`config.mk`:
```
export PLATFORM = sky130hd
export DESIGN_NAME = evt_timer
export DESIGN_NICKNAME = d
export VERILOG_FILES = /design/src/core/evt_timer_pkg.sv /design/src/core/count_tick_gen.sv /design/src/core/ahb_reg_port.sv /design/src/core/evt_timer.sv
export SDC_FILE = /design/constraint.sdc
export NUM_CORES = 1
export LEC_CHECK = 0
export ABC_AREA = 1
export BUFFER_PORTS_ARGS = -buffer_cell sky130_fd_sc_hd__buf_2
export CAP_MARGIN = 20
export CORE_ASPECT_RATIO = 0.75
export CORE_MARGIN = 4
export CORE_UTILIZATION = 54
export CTS_CLUSTER_SIZE = 16
export DETAILED_ROUTE_END_ITERATION = 16
export GPL_TIMING_DRIVEN = 1
export PLACE_DENSITY = 0.81
export SYNTH_ARGS = -nofsm -noshare
export SYNTH_HDL_FRONTEND = slang
export SYNTH_HIERARCHICAL = 1
export SYNTH_SLANG_ARGS = --single-unit
```
`constraint.sdc`:
```
create_clock -name hclk -period 2.7 [get_ports hclk]
set_input_delay 0.54 -clock hclk [delete_from_list [all_inputs] [get_ports hclk]]
set_output_delay 0.54 -clock hclk [all_outputs]
set_load 0.01 [all_outputs]
```
`src/core/evt_timer_pkg.sv`:
```
// constants and register map of the 8-bit event counter / pwm timer
package evt_timer_pkg;
  localparam int unsigned CNT_W = 8;
  localparam int unsigned ADDR_W = 32;
  localparam int unsigned DATA_W = 32;
  // register byte offsets
  localparam logic [7:0] OFF_CLKSEL = 8'h00;
  localparam logic [7:0] OFF_COMPARE = 8'h04;
  localparam logic [7:0] OFF_MODE = 8'h08;
  localparam logic [7:0] OFF_COUNT = 8'h0C;
  localparam logic [7:0] OFF_STATUS = 8'h10;
  // mode control bit positions
  localparam int unsigned MODE_RUN_BIT = 7;
  localparam int unsigned MODE_PWM_BIT = 6;
  localparam int unsigned MODE_LVS_BIT = 3;
  localparam int unsigned MODE_LVR_BIT = 2;
  localparam int unsigned MODE_TGL_BIT = 1;
  localparam int unsigned MODE_OE_BIT = 0;
  localparam logic [7:0] MODE_RD_MASK = 8'hF3;
  // clock select: values and field width
  localparam logic [7:0] CLKSEL_EVT_FALL = 8'h00;
  localparam logic [7:0] CLKSEL_EVT_RISE = 8'h01;
  localparam logic [2:0] CLKSEL_EVT_MAX = 3'h1;
  localparam int unsigned CLKSEL_FIELD_W = 3;
  localparam logic [7:0] CLKSEL_MASK = 8'h07;
  localparam logic [7:0] CNT_ZERO = 8'h00;
  localparam logic [7:0] CNT_TOP = 8'hFF;
  localparam logic [7:0] RESET_BYTE = 8'h00;
  localparam logic [1:0] HTRANS_NONSEQ = 2'h2;
  localparam logic [2:0] HSIZE_WORD = 3'h2;
  localparam logic HRESP_OKAY = 1'b0;
  // prescaler width for clock select 2..7 (divide by 4^(sel-1), 2^12 at most)
  localparam int unsigned PRESC_W = 12;
  typedef enum logic [1:0] {
    bus_idle_t_s, bus_write_t_s, bus_read_t_s
  } bus_state_t;
endpackage : evt_timer_pkg

```
`src/core/count_tick_gen.sv`:
```
// count-clock tick generator: prescaler or synchronous edge detector
`timescale 1ns/1ps
module count_tick_gen
  import evt_timer_pkg::*;
#(
  parameter int unsigned PW = evt_timer_pkg::PRESC_W
) (
  input wire logic hclk,
  input wire logic hresetn,
  input wire logic run,
  input wire logic [2:0] sel,
  input wire logic event_in,
  output logic tick
);
  logic [PW-1:0] presc_reg, presc_next;
  logic event_d_reg, event_d_next;
  logic tick_reg, tick_next;
  logic [PW-1:0] mask;

  always_comb begin
    mask = '0;
    presc_next = run ? presc_reg + 1'b1 : '0;
    event_d_next = event_in;
    tick_next = 1'b0;
    if (sel <= CLKSEL_EVT_MAX) begin
      // edge chosen by select value; pin taken as synchronous
      if (sel[0])
        tick_next = run & event_in & ~event_d_reg;
      else
        tick_next = run & ~event_in & event_d_reg;
    end else begin
      // prescaled clock; the count restarts from zero at run, so the first
      // tick comes one full count period after run
      mask = PW'((1 << (2 * (sel - 3'h1))) - 1);
      tick_next = run & ((presc_reg & mask) == mask);
    end
  end

  always_ff @(posedge hclk or negedge hresetn) begin
    if (!hresetn) begin
      presc_reg <= '0;
      event_d_reg <= 1'b0;
      tick_reg <= 1'b0;
    end else begin
      presc_reg <= presc_next;
      event_d_reg <= event_d_next;
      tick_reg <= tick_next;
    end
  end

  assign tick = tick_reg;
endmodule : count_tick_gen

```
`src/core/ahb_reg_port.sv`:
```
// ahb-lite slave front end: captures one address phase, zero wait states
`timescale 1ns/1ps
module ahb_reg_port
  import evt_timer_pkg::*;
(
  input wire logic hclk,
  input wire logic hresetn,
  input wire logic hsel,
  input wire logic [evt_timer_pkg::ADDR_W-1:0] haddr,
  input wire logic [1:0] htrans,
  input wire logic hwrite,
  input wire logic hready,
  output logic wr_en,
  output logic rd_en,
  output logic [7:0] reg_off
);
  logic wr_reg, wr_next;
  logic rd_reg, rd_next;
  logic [7:0] off_reg, off_next;
  logic take;

  always_comb begin
    take = hsel & hready & (htrans == HTRANS_NONSEQ);
    wr_next = take & hwrite;
    rd_next = take & ~hwrite;
    off_next = take ? haddr[7:0] : off_reg;
  end

  always_ff @(posedge hclk or negedge hresetn) begin
    if (!hresetn) begin
      wr_reg <= 1'b0;
      rd_reg <= 1'b0;
      off_reg <= RESET_BYTE;
    end else begin
      wr_reg <= wr_next;
      rd_reg <= rd_next;
      off_reg <= off_next;
    end
  end

  assign wr_en = wr_reg;
  assign rd_en = rd_reg;
  assign reg_off = off_reg;
endmodule : ahb_reg_port

```
`src/core/evt_timer.sv`:
```
// 8-bit event counter, square-wave and pwm timer with ahb-lite registers
//
// Design decisions made here: the AHB-Lite slave port and the register addresses.
`timescale 1ns/1ps
module evt_timer
  import evt_timer_pkg::*;
(
  input wire logic hclk,
  input wire logic hresetn,
  input wire logic hsel,
  input wire logic [evt_timer_pkg::ADDR_W-1:0] haddr,
  input wire logic [1:0] htrans,
  input wire logic [2:0] hsize,
  input wire logic hwrite,
  input wire logic hready,
  input wire logic [evt_timer_pkg::DATA_W-1:0] hwdata,
  output logic [evt_timer_pkg::DATA_W-1:0] hrdata,
  output logic hreadyout,
  output logic hresp,
  input wire logic event_input_pin,
  output logic timer_output_pin,
  output logic match_interrupt
);
  import evt_timer_pkg::*;

  logic wr_en, rd_en, tick;
  logic [7:0] reg_off;
  logic [7:0] count_clock_select_reg, count_clock_select_next;
  logic [7:0] compare_value_reg, compare_value_next;
  logic [7:0] compare_pend_reg, compare_pend_next;
  logic pend_reg, pend_next;
  // arm: the pending compare was already waiting at the FFH tick
  logic pend_arm_reg, pend_arm_next;
  logic pend_load;
  logic [7:0] mode_control_reg, mode_control_next;
  logic [7:0] up_counter_reg, up_counter_next;
  logic out_ff_reg, out_ff_next;
  logic pwm_act_reg, pwm_act_next;
  logic pin_reg, pin_next;
  logic irq_reg, irq_next;
  logic [DATA_W-1:0] hrdata_reg, hrdata_next;
  logic count_run_bit, pwm_mode_bit, output_gate_bit;
  logic toggle_or_active_level_bit;
  logic match, overflow;
  logic [7:0] wbyte, rbyte;

  ahb_reg_port u_port (
    .hclk(hclk),
    .hresetn(hresetn),
    .hsel(hsel),
    .haddr(haddr),
    .htrans(htrans),
    .hwrite(hwrite),
    .hready(hready),
    .wr_en(wr_en),
    .rd_en(rd_en),
    .reg_off(reg_off)
  );

  count_tick_gen #(.PW(PRESC_W)) u_tick (
    .hclk(hclk),
    .hresetn(hresetn),
    .run(count_run_bit),
    .sel(count_clock_select_reg[CLKSEL_FIELD_W-1:0]),
    .event_in(event_input_pin),
    .tick(tick)
  );

  assign count_run_bit = mode_control_reg[MODE_RUN_BIT];
  assign pwm_mode_bit = mode_control_reg[MODE_PWM_BIT];
  assign output_gate_bit = mode_control_reg[MODE_OE_BIT];
  assign toggle_or_active_level_bit = mode_control_reg[MODE_TGL_BIT];
  assign wbyte = hwdata[7:0];

  always_comb begin
    match = tick & (up_counter_reg == compare_value_reg);
    overflow = tick & (up_counter_reg == CNT_TOP);
    pend_load = overflow & pend_reg & pend_arm_reg;
    count_clock_select_next = count_clock_select_reg;
    compare_value_next = compare_value_reg;
    compare_pend_next = compare_pend_reg;
    pend_next = pend_reg;
    pend_arm_next = pend_arm_reg;
    mode_control_next = mode_control_reg;
    up_counter_next = up_counter_reg;
    out_ff_next = out_ff_reg;
    pwm_act_next = pwm_act_reg;
    irq_next = 1'b0;

    // counting
    if (!count_run_bit) begin
      up_counter_next = CNT_ZERO;
      pwm_act_next = 1'b0;
    end else if (pwm_mode_bit) begin
      if (tick) begin
        up_counter_next = up_counter_reg + 8'h01;
      end
      // a write landing after the FFH tick is not armed and waits a lap
      if (tick && (up_counter_reg + 8'h01) == CNT_TOP) begin
        pend_arm_next = pend_reg;
      end
      if (overflow) begin
        if (pend_load) begin
          compare_value_next = compare_pend_reg;
          pend_next = 1'b0;
          pend_arm_next = 1'b0;
        end
        pwm_act_next = (pend_load ? compare_pend_reg : compare_value_reg)
                       != CNT_ZERO;
      end else if (tick && (up_counter_reg + 8'h01) == compare_value_reg) begin
        pwm_act_next = 1'b0;
      end
      irq_next = match;
    end else if (tick) begin
      if (match) begin
        up_counter_next = CNT_ZERO;
        irq_next = 1'b1;
        if (toggle_or_active_level_bit)
          out_ff_next = ~out_ff_reg;
      end else begin
        up_counter_next = up_counter_reg + 8'h01;
      end
    end

    // register writes
    if (wr_en) begin
      unique case (reg_off)
        OFF_CLKSEL: count_clock_select_next = wbyte & CLKSEL_MASK;
        OFF_COMPARE: begin
          if (pwm_mode_bit && count_run_bit) begin
            compare_pend_next = wbyte;
            pend_next = 1'b1;
            pend_arm_next = 1'b0;
          end else begin
            compare_value_next = wbyte;
            compare_pend_next = wbyte;
            pend_next = 1'b0;
            pend_arm_next = 1'b0;
          end
        end
        OFF_MODE: begin
          mode_control_next = wbyte & MODE_RD_MASK;
          // level bits act only outside pwm and not both at once
          if (!wbyte[MODE_PWM_BIT]) begin
            if (wbyte[MODE_LVS_BIT] && !wbyte[MODE_LVR_BIT])
              out_ff_next = 1'b1;
            else if (!wbyte[MODE_LVS_BIT] && wbyte[MODE_LVR_BIT])
              out_ff_next = 1'b0;
          end
        end
        default: begin
        end
      endcase
    end

    // pin: gated, pwm level or toggle flop
    if (!mode_control_next[MODE_OE_BIT])
      pin_next = 1'b0;
    else if (mode_control_next[MODE_PWM_BIT])
      // stopping drops the level in the same edge, not one tick later
      pin_next = (pwm_act_next & mode_control_next[MODE_RUN_BIT])
                 ^ mode_control_next[MODE_TGL_BIT];
    else
      pin_next = out_ff_next;
  end

  // read mux
  always_comb begin
    rbyte = RESET_BYTE;
    unique case (haddr[7:0])
      OFF_CLKSEL: rbyte = count_clock_select_reg;
      OFF_COMPARE: rbyte = pend_reg ? compare_pend_reg
                                    : compare_value_reg;
      OFF_MODE: rbyte = mode_control_reg;
      OFF_COUNT: rbyte = up_counter_reg;
      OFF_STATUS: rbyte = {6'h00, pend_reg, out_ff_reg};
      default: rbyte = RESET_BYTE;
    endcase
    hrdata_next = hrdata_reg;
    if (hsel && hready && htrans == HTRANS_NONSEQ && !hwrite)
      hrdata_next = {24'h000000, rbyte};
  end

  always_ff @(posedge hclk or negedge hresetn) begin
    if (!hresetn) begin
      count_clock_select_reg <= RESET_BYTE;
      compare_value_reg <= RESET_BYTE;
      compare_pend_reg <= RESET_BYTE;
      pend_reg <= 1'b0;
      pend_arm_reg <= 1'b0;
      mode_control_reg <= RESET_BYTE;
      up_counter_reg <= CNT_ZERO;
      out_ff_reg <= 1'b0;
      pwm_act_reg <= 1'b0;
      pin_reg <= 1'b0;
      irq_reg <= 1'b0;
      hrdata_reg <= '0;
    end else begin
      count_clock_select_reg <= count_clock_select_next;
      compare_value_reg <= compare_value_next;
      compare_pend_reg <= compare_pend_next;
      pend_reg <= pend_next;
      pend_arm_reg <= pend_arm_next;
      mode_control_reg <= mode_control_next;
      up_counter_reg <= up_counter_next;
      out_ff_reg <= out_ff_next;
      pwm_act_reg <= pwm_act_next;
      pin_reg <= pin_next;
      irq_reg <= irq_next;
      hrdata_reg <= hrdata_next;
    end
  end

  assign timer_output_pin = pin_reg;
  assign match_interrupt = irq_reg;
  assign hrdata = hrdata_reg;
  assign hreadyout = 1'b1; // zero wait states, always ready
  assign hresp = HRESP_OKAY;

  // antecedents skip same-cycle writes where a write may reload the checked state
  a_match_clears: assert property (
    @(posedge hclk) disable iff (!hresetn)
    (count_run_bit && !pwm_mode_bit && match) |=>
      (up_counter_reg == CNT_ZERO) && match_interrupt)
    else $error("match did not clear counter");
  a_stop_clears: assert property (
    @(posedge hclk) disable iff (!hresetn)
    !count_run_bit |=> up_counter_reg == CNT_ZERO)
    else $error("stopped counter not zero");
  a_gate_low: assert property (
    @(posedge hclk) disable iff (!hresetn)
    (!output_gate_bit && !wr_en) |=> !timer_output_pin)
    else $error("output not gated low");
  a_toggle_flop: assert property (
    @(posedge hclk) disable iff (!hresetn)
    (count_run_bit && !pwm_mode_bit && toggle_or_active_level_bit
     && match && !wr_en) |=> out_ff_reg != $past(out_ff_reg))
    else $error("flop did not toggle");
  a_pwm_stop: assert property (
    @(posedge hclk) disable iff (!hresetn)
    (!count_run_bit && pwm_mode_bit && output_gate_bit && !wr_en)
      |=> timer_output_pin == toggle_or_active_level_bit)
    else $error("pwm not inactive when stopped");
  a_pwm_wrap: assert property (
    @(posedge hclk) disable iff (!hresetn)
    (count_run_bit && pwm_mode_bit && overflow && !wr_en)
      |=> up_counter_reg == CNT_ZERO)
    else $error("pwm counter did not wrap");
  a_pend_read: assert property (
    @(posedge hclk) disable iff (!hresetn)
    (wr_en && reg_off == OFF_COMPARE && pwm_mode_bit && count_run_bit)
      |=> pend_reg && compare_pend_reg == $past(wbyte))
    else $error("pending compare not held");
  a_count_edge: assert property (
    @(posedge hclk) disable iff (!hresetn)
    (count_run_bit && !pwm_mode_bit && tick && !match && !wr_en)
      |=> up_counter_reg == $past(up_counter_reg) + 8'h01)
    else $error("counter missed an edge");
  a_level_high: assert property (
    @(posedge hclk) disable iff (!hresetn)
    (wr_en && reg_off == OFF_MODE && !wbyte[MODE_PWM_BIT]
     && wbyte[MODE_LVS_BIT] && !wbyte[MODE_LVR_BIT]) |=> out_ff_reg)
    else $error("level set did not raise flop");
  a_level_low: assert property (
    @(posedge hclk) disable iff (!hresetn)
    (wr_en && reg_off == OFF_MODE && !wbyte[MODE_PWM_BIT]
     && !wbyte[MODE_LVS_BIT] && wbyte[MODE_LVR_BIT]) |=> !out_ff_reg)
    else $error("level reset did not clear flop");
  a_level_read: assert property (
    @(posedge hclk) disable iff (!hresetn)
    (hsel && hready && htrans == HTRANS_NONSEQ && !hwrite
     && haddr[7:0] == OFF_MODE)
      |=> hrdata[MODE_LVS_BIT] == 1'b0 && hrdata[MODE_LVR_BIT] == 1'b0)
    else $error("level bits read back nonzero");
  a_pwm_rise: assert property (
    @(posedge hclk) disable iff (!hresetn)
    (count_run_bit && pwm_mode_bit && output_gate_bit && overflow
     && !pend_load && compare_value_reg != CNT_ZERO && !wr_en)
      |=> timer_output_pin != toggle_or_active_level_bit)
    else $error("pwm not active after overflow");
  a_pwm_width: assert property (
    @(posedge hclk) disable iff (!hresetn)
    (count_run_bit && pwm_mode_bit && up_counter_reg >= compare_value_reg)
      |-> !pwm_act_reg)
    else $error("pwm active past compare");
  a_pend_load: assert property (
    @(posedge hclk) disable iff (!hresetn)
    (count_run_bit && pwm_mode_bit && pend_load && !wr_en)
      |=> !pend_reg && compare_value_reg == $past(compare_pend_reg))
    else $error("pending compare not loaded at overflow");
  a_irq_pulse: assert property (
    @(posedge hclk) disable iff (!hresetn)
    match_interrupt |=> !match_interrupt)
    else $error("interrupt held longer than a cycle");
endmodule : evt_timer

```
== After elaboration in Yosys (flattened, before gate mapping) ==
Cells that the tools add are included.
Storage, ports and cells
  bits in registers: 70
  input bits: 75
  output and inout bits: 36
  logic and storage cells: 125
Cells by class
  muxes and demuxes: 53
  shift operators: 1
  $add $sub $neg: 4
  $lt $le $gt $ge: 1
  bitwise logic cells: 18
  equality and inequality tests: 13
  reductions and logical operators: 17
Operators by type and width (count)
  8-bit two-way mux: 15
  8-bit case mux with 5 select lines: 1
  1-bit two-way mux: 36
  1-bit by 32-bit << shifter with 12-bit output, first input constant: 1
  8-bit by 4-bit equality test with 1-bit output, second input constant: 3
  8-bit by 3-bit equality test with 1-bit output, second input constant: 2
  8-bit equality test: 2
  8-bit equality test, second input constant: 2
  8-bit logical NOT: 2
  1-bit bitwise AND: 13
  12-bit by 1-bit adder with 12-bit output, second input constant: 1
  12-bit bitwise AND: 1
  12-bit equality test: 1
  12-bit two-way mux: 1
  12-bit by 2-bit subtractor with 12-bit output, second input constant: 1
  8-bit by 1-bit adder with 8-bit output, second input constant: 1
  8-bit by 5-bit equality test with 1-bit output, second input constant: 1
  1-bit logical AND: 8
  8-bit nonzero test: 1
  2-bit AND reduction: 3
  3-bit by 1-bit subtractor with 4-bit output, second input constant: 1
  3-bit by 1-bit less-or-equal comparator with 1-bit output, second input constant: 1
  1-bit logical NOT: 3
  1-bit NOT: 3
  3 further kinds: 3

== Depth between registers and ports, before layout ==
  depth in word-level cells: 13
  gate-level depth with buffers: 18
  mapped depth without buffers: 18

== Hierarchy ==
The synthesis kept the hierarchy.
By module, submodules not included
  evt_timer: area each 3004.1 sq um, seq. area each 1176.1 sq um, cells an instance 416, times used 1
  count_tick_gen: area each 1001.0 sq um, seq. area each 350.3 sq um, cells an instance 139, times used 1
  ahb_reg_port: area each 406.6 sq um, seq. area each 250.2 sq um, cells an instance 42, times used 1

== Worst setup path before layout ==
OpenSTA, ideal clock, no wires.
  kind: register -> register
  from: reg count_clock_select_reg[0]
  to: reg u_tick.tick_reg (netlist: u_tick/tick)
  clock period less this slack: 2.170 ns
  stages on the path, launching flop included: 15
  buffers on the path: 0
  required time: 2.623 ns
  setup time: 0.077 ns
  slack: 0.530 ns
  data arrival time: 2.093 ns
  cell sequence: dfrtp_1 inv_2 ha_1 inv_1 nor3_1 nand2_1 ha_1 nor2_1 a21oi_1 nand2_1 nor2_2 nand2_1 nor2_2 nand3_1 a21oi_1
On the way
  longest elaborated chain between the ends: 7
  elaborated cells between the ends (all ways): 9
  those cells by class: add/sub: 2; order compare: 1; eq/ne: 1; shift: 1; mux: 2; bitwise: 2
Ends and longest elaborated chain
  from (decl): RTL line evt_timer.sv:28  | logic [7:0] count_clock_select_reg, count_clock_select_next;
  from (signal assigned): RTL line evt_timer.sv:199  | count_clock_select_reg <= count_clock_select_next;
  3-bit by 1-bit subtractor with 4-bit output: RTL line count_tick_gen.sv:34  | mask = PW'((1 << (2 * (sel - 3'h1))) - 1);
  1-bit by 32-bit << shifter with 12-bit output: RTL line count_tick_gen.sv:34
  12-bit by 2-bit subtractor with 12-bit output: RTL line count_tick_gen.sv:34
  12-bit bitwise AND: RTL line count_tick_gen.sv:35  | tick_next = run & ((presc_reg & mask) == mask);
  12-bit equality test: RTL line count_tick_gen.sv:35
  1-bit bitwise AND: RTL line count_tick_gen.sv:35
  1-bit two-way mux (*): RTL line count_tick_gen.sv:25  | if (sel <= CLKSEL_EVT_MAX) begin
  via u_tick.tick_next: RTL line count_tick_gen.sv:17  | logic tick_reg, tick_next;
  to (signal assigned): RTL line count_tick_gen.sv:47  | tick_reg <= tick_next;
  to (decl): RTL line count_tick_gen.sv:17
The timed path passes the listed nets; every way through them passes the cells marked *.
A chain may end at the register's enable or synchronous reset.

== Final worst setup path ==
  from: reg count_clock_select_reg[1]
  to: reg u_tick.tick_reg (netlist: u_tick/tick)
Same word-level chain as after synthesis.

==> impl_metrics.ini <==
[clock_tree]
cts_made_buffers = 9
cts-root-buf = clkbuf_8
h-tree-depth = 3
cts_resized = 0
clk_latency_ns = 0.36
post_cts_buffers = 0
ctsHoldBuffers = 0
cts.sinks = 70
cts_tree = built
clock_path_buffers = 2
clkSlewWorstSetupHoldPaths_ns = 0.07

[global_route]
grt_pass1_wl_um = 17900
grt_max_degree = 31
grt_use_total_pct = 23.4
antenna_found_initial = 0
grt-ovfl-total = 0
grt_pass1_vias = 3697

[pwr]
leakage_nw = 2.56
irDropWorstVdd_uv = 449
p_per_area_nw_per_um2 = 604

[yosys]
yosysWarnings = 6
netlist_instances = 595
syn_area_sq_um = 4380
synth_area_per_cell_sq_um = 7.37

[floorplan]
fp.coreArea_sq_um = 7880
die_w_um = 112
die-area_sq_um = 9640
rows = 28
initial_core_util_pct = 55.6
die_height_um = 86.0
ios = 111

[timing]
worst_pin_slew_ns = 0.667
max_freq_mhz = 409
hold_viol = 0
tns_ns = 0
clock_skew_ns = 0.00928
rsz0062_at_grt = no
finalCritPeriodShare_pct = 90.6
setup_viol = 0
fin_crit_ns = 2.45
max_slew_margin_pct = 55.1
slew_viol_final = 0

[worst_setup_path]
regToRegSetupSlack_ns = 0.25
startpoint = count_clock_select_reg[1]
required_ns = 2.98
path_class = flop to flop
r2r_end = u_tick/tick
arrival_ns = 2.72
worstPathMaxFanout = 6
crit_path_end_kind = flop
critPathCapture = u_tick/tick
r2r_cells = 13
timing.rr.start = count_clock_select_reg[1]
startpoint_type = flop

[routing]
vias_per_cell = 5.33
drc_errors = 0
firstDrtPassIters = 5
drt_iter0_drc = 323
antenna_left = 0
routedWlPerCell_um = 14.3
wirelength_um = 10700
vias = 3969

[layout]
fin_nets = 719
largest_reg_flops = 12
fin_area_sq_um = 4760
n_antenna_cell = 0
syn2layout_area_growth_pct = 8.54
stdcell_count = 744
nFillCells = 726
post-route-util_pct = 60.3
drive_gt1_share_pct = 13.5
multi_input_area_sq_um = 2160
regArea_sq_um = 1750

[place]
placed_cell_area_sq_um = 4600
gp_congestion = 0.950
port_buffers = 33
placed_cells = 730
place_hpwl_um = 8290

[run_status]
status = complete, no violations

[worst_hold_path]
min_path_type = input pin to async pin

[job]
max-cap-violations = 0
-- final cells by class --
type / count / share of cell area, %
clock buffers: 12 / 3.05
inverters: 90 / 7.10
flip-flops and latches: 70 / 36.8
clock inverters: 2 / 0.210
multi-input cells: 426 / 45.4
repair buffers: 39 / 4.68
well taps: 105 / 2.76
-- critical path, cell delays in order, from the launching register on --
cell and delay (ns):
dfrtp_1 0.42, inv_1 0.10, ha_1 0.38, inv_1 0.11
nor3_1 0.29, nand2_1 0.11, ha_1 0.28, a21oi_1 0.18
nand2_1 0.08, nor2_2 0.07, nand2_1 0.06, nor2_2 0.08
nand3_1 0.08, a21oi_1 0.12
-- how the worst min path moves through the flow --
stage	end	slack, ns	from
2_1_floorplan	compare_pend_reg[0]	0.24	hresetn
3_3_place_gp	u_port/reg_off[0]	0.45	u_port/reg_off[0]
3_5_place_dp	u_port/reg_off[1]	0.46	u_port/reg_off[1]
4_1_cts	compare_value_reg[2]	0.21	hresetn
5_1_grt	up_counter_reg[4]	0.23	hresetn
6_report	compare_pend_reg[4]	0.20	hresetn
-- routing by layer --
| metal | share of wire [%] | vias up | GRT usage, % |
|---|---|---|---|
| met3 | 10 | 8 | 8.18 |
| met1 | 47 | 1851 | 33.8 |
| met2 | 42 | 171 | 33.9 |
| li1 | - | 1939 | - |
| met5 | 0 | - | 0 |
| met4 | 0.53 | 0 | 5.24 |
-- power breakdown --
part | leakage (nW) | switching (mW) | total (mW) | internal (mW)
clock | 0.0821 | 0.377 | 0.723 | 0.346
sequential | 0.857 | 0.151 | 1.34 | 1.19
combinational | 1.62 | 0.530 | 0.808 | 0.278
total | 2.56 | 1.06 | 2.87 | 1.81
-- per-stage QoR --
stage / setup slack, ns / power [mW] / hold slack, ns
final: 0.252 / 2.87 / 0.204
after global routing: 0.0335 / 3.08 / 0.228
after CTS: 0.283 / 2.88 / 0.210
after detailed placement: 0.306 / 2.15 / 0.456
after global placement: 0.391 / 2.10 / 0.449
after floorplan: 0.530 / 1.95 / 0.244
-- cell usage in the layout (no fill, tap or decap), drive strengths merged, types with 5 or more instances in the layout --
master	n
nand2	156
inv	90
dfrtp	70
nor2	63
o21ai	48
nand3	39
buf	39
conb	26
a21oi	22
nor3	12
clkbuf	12
o22ai	10
xor2	8
ha	8
o211ai	6
nand4	5
(Power assumes the default switching activity.)
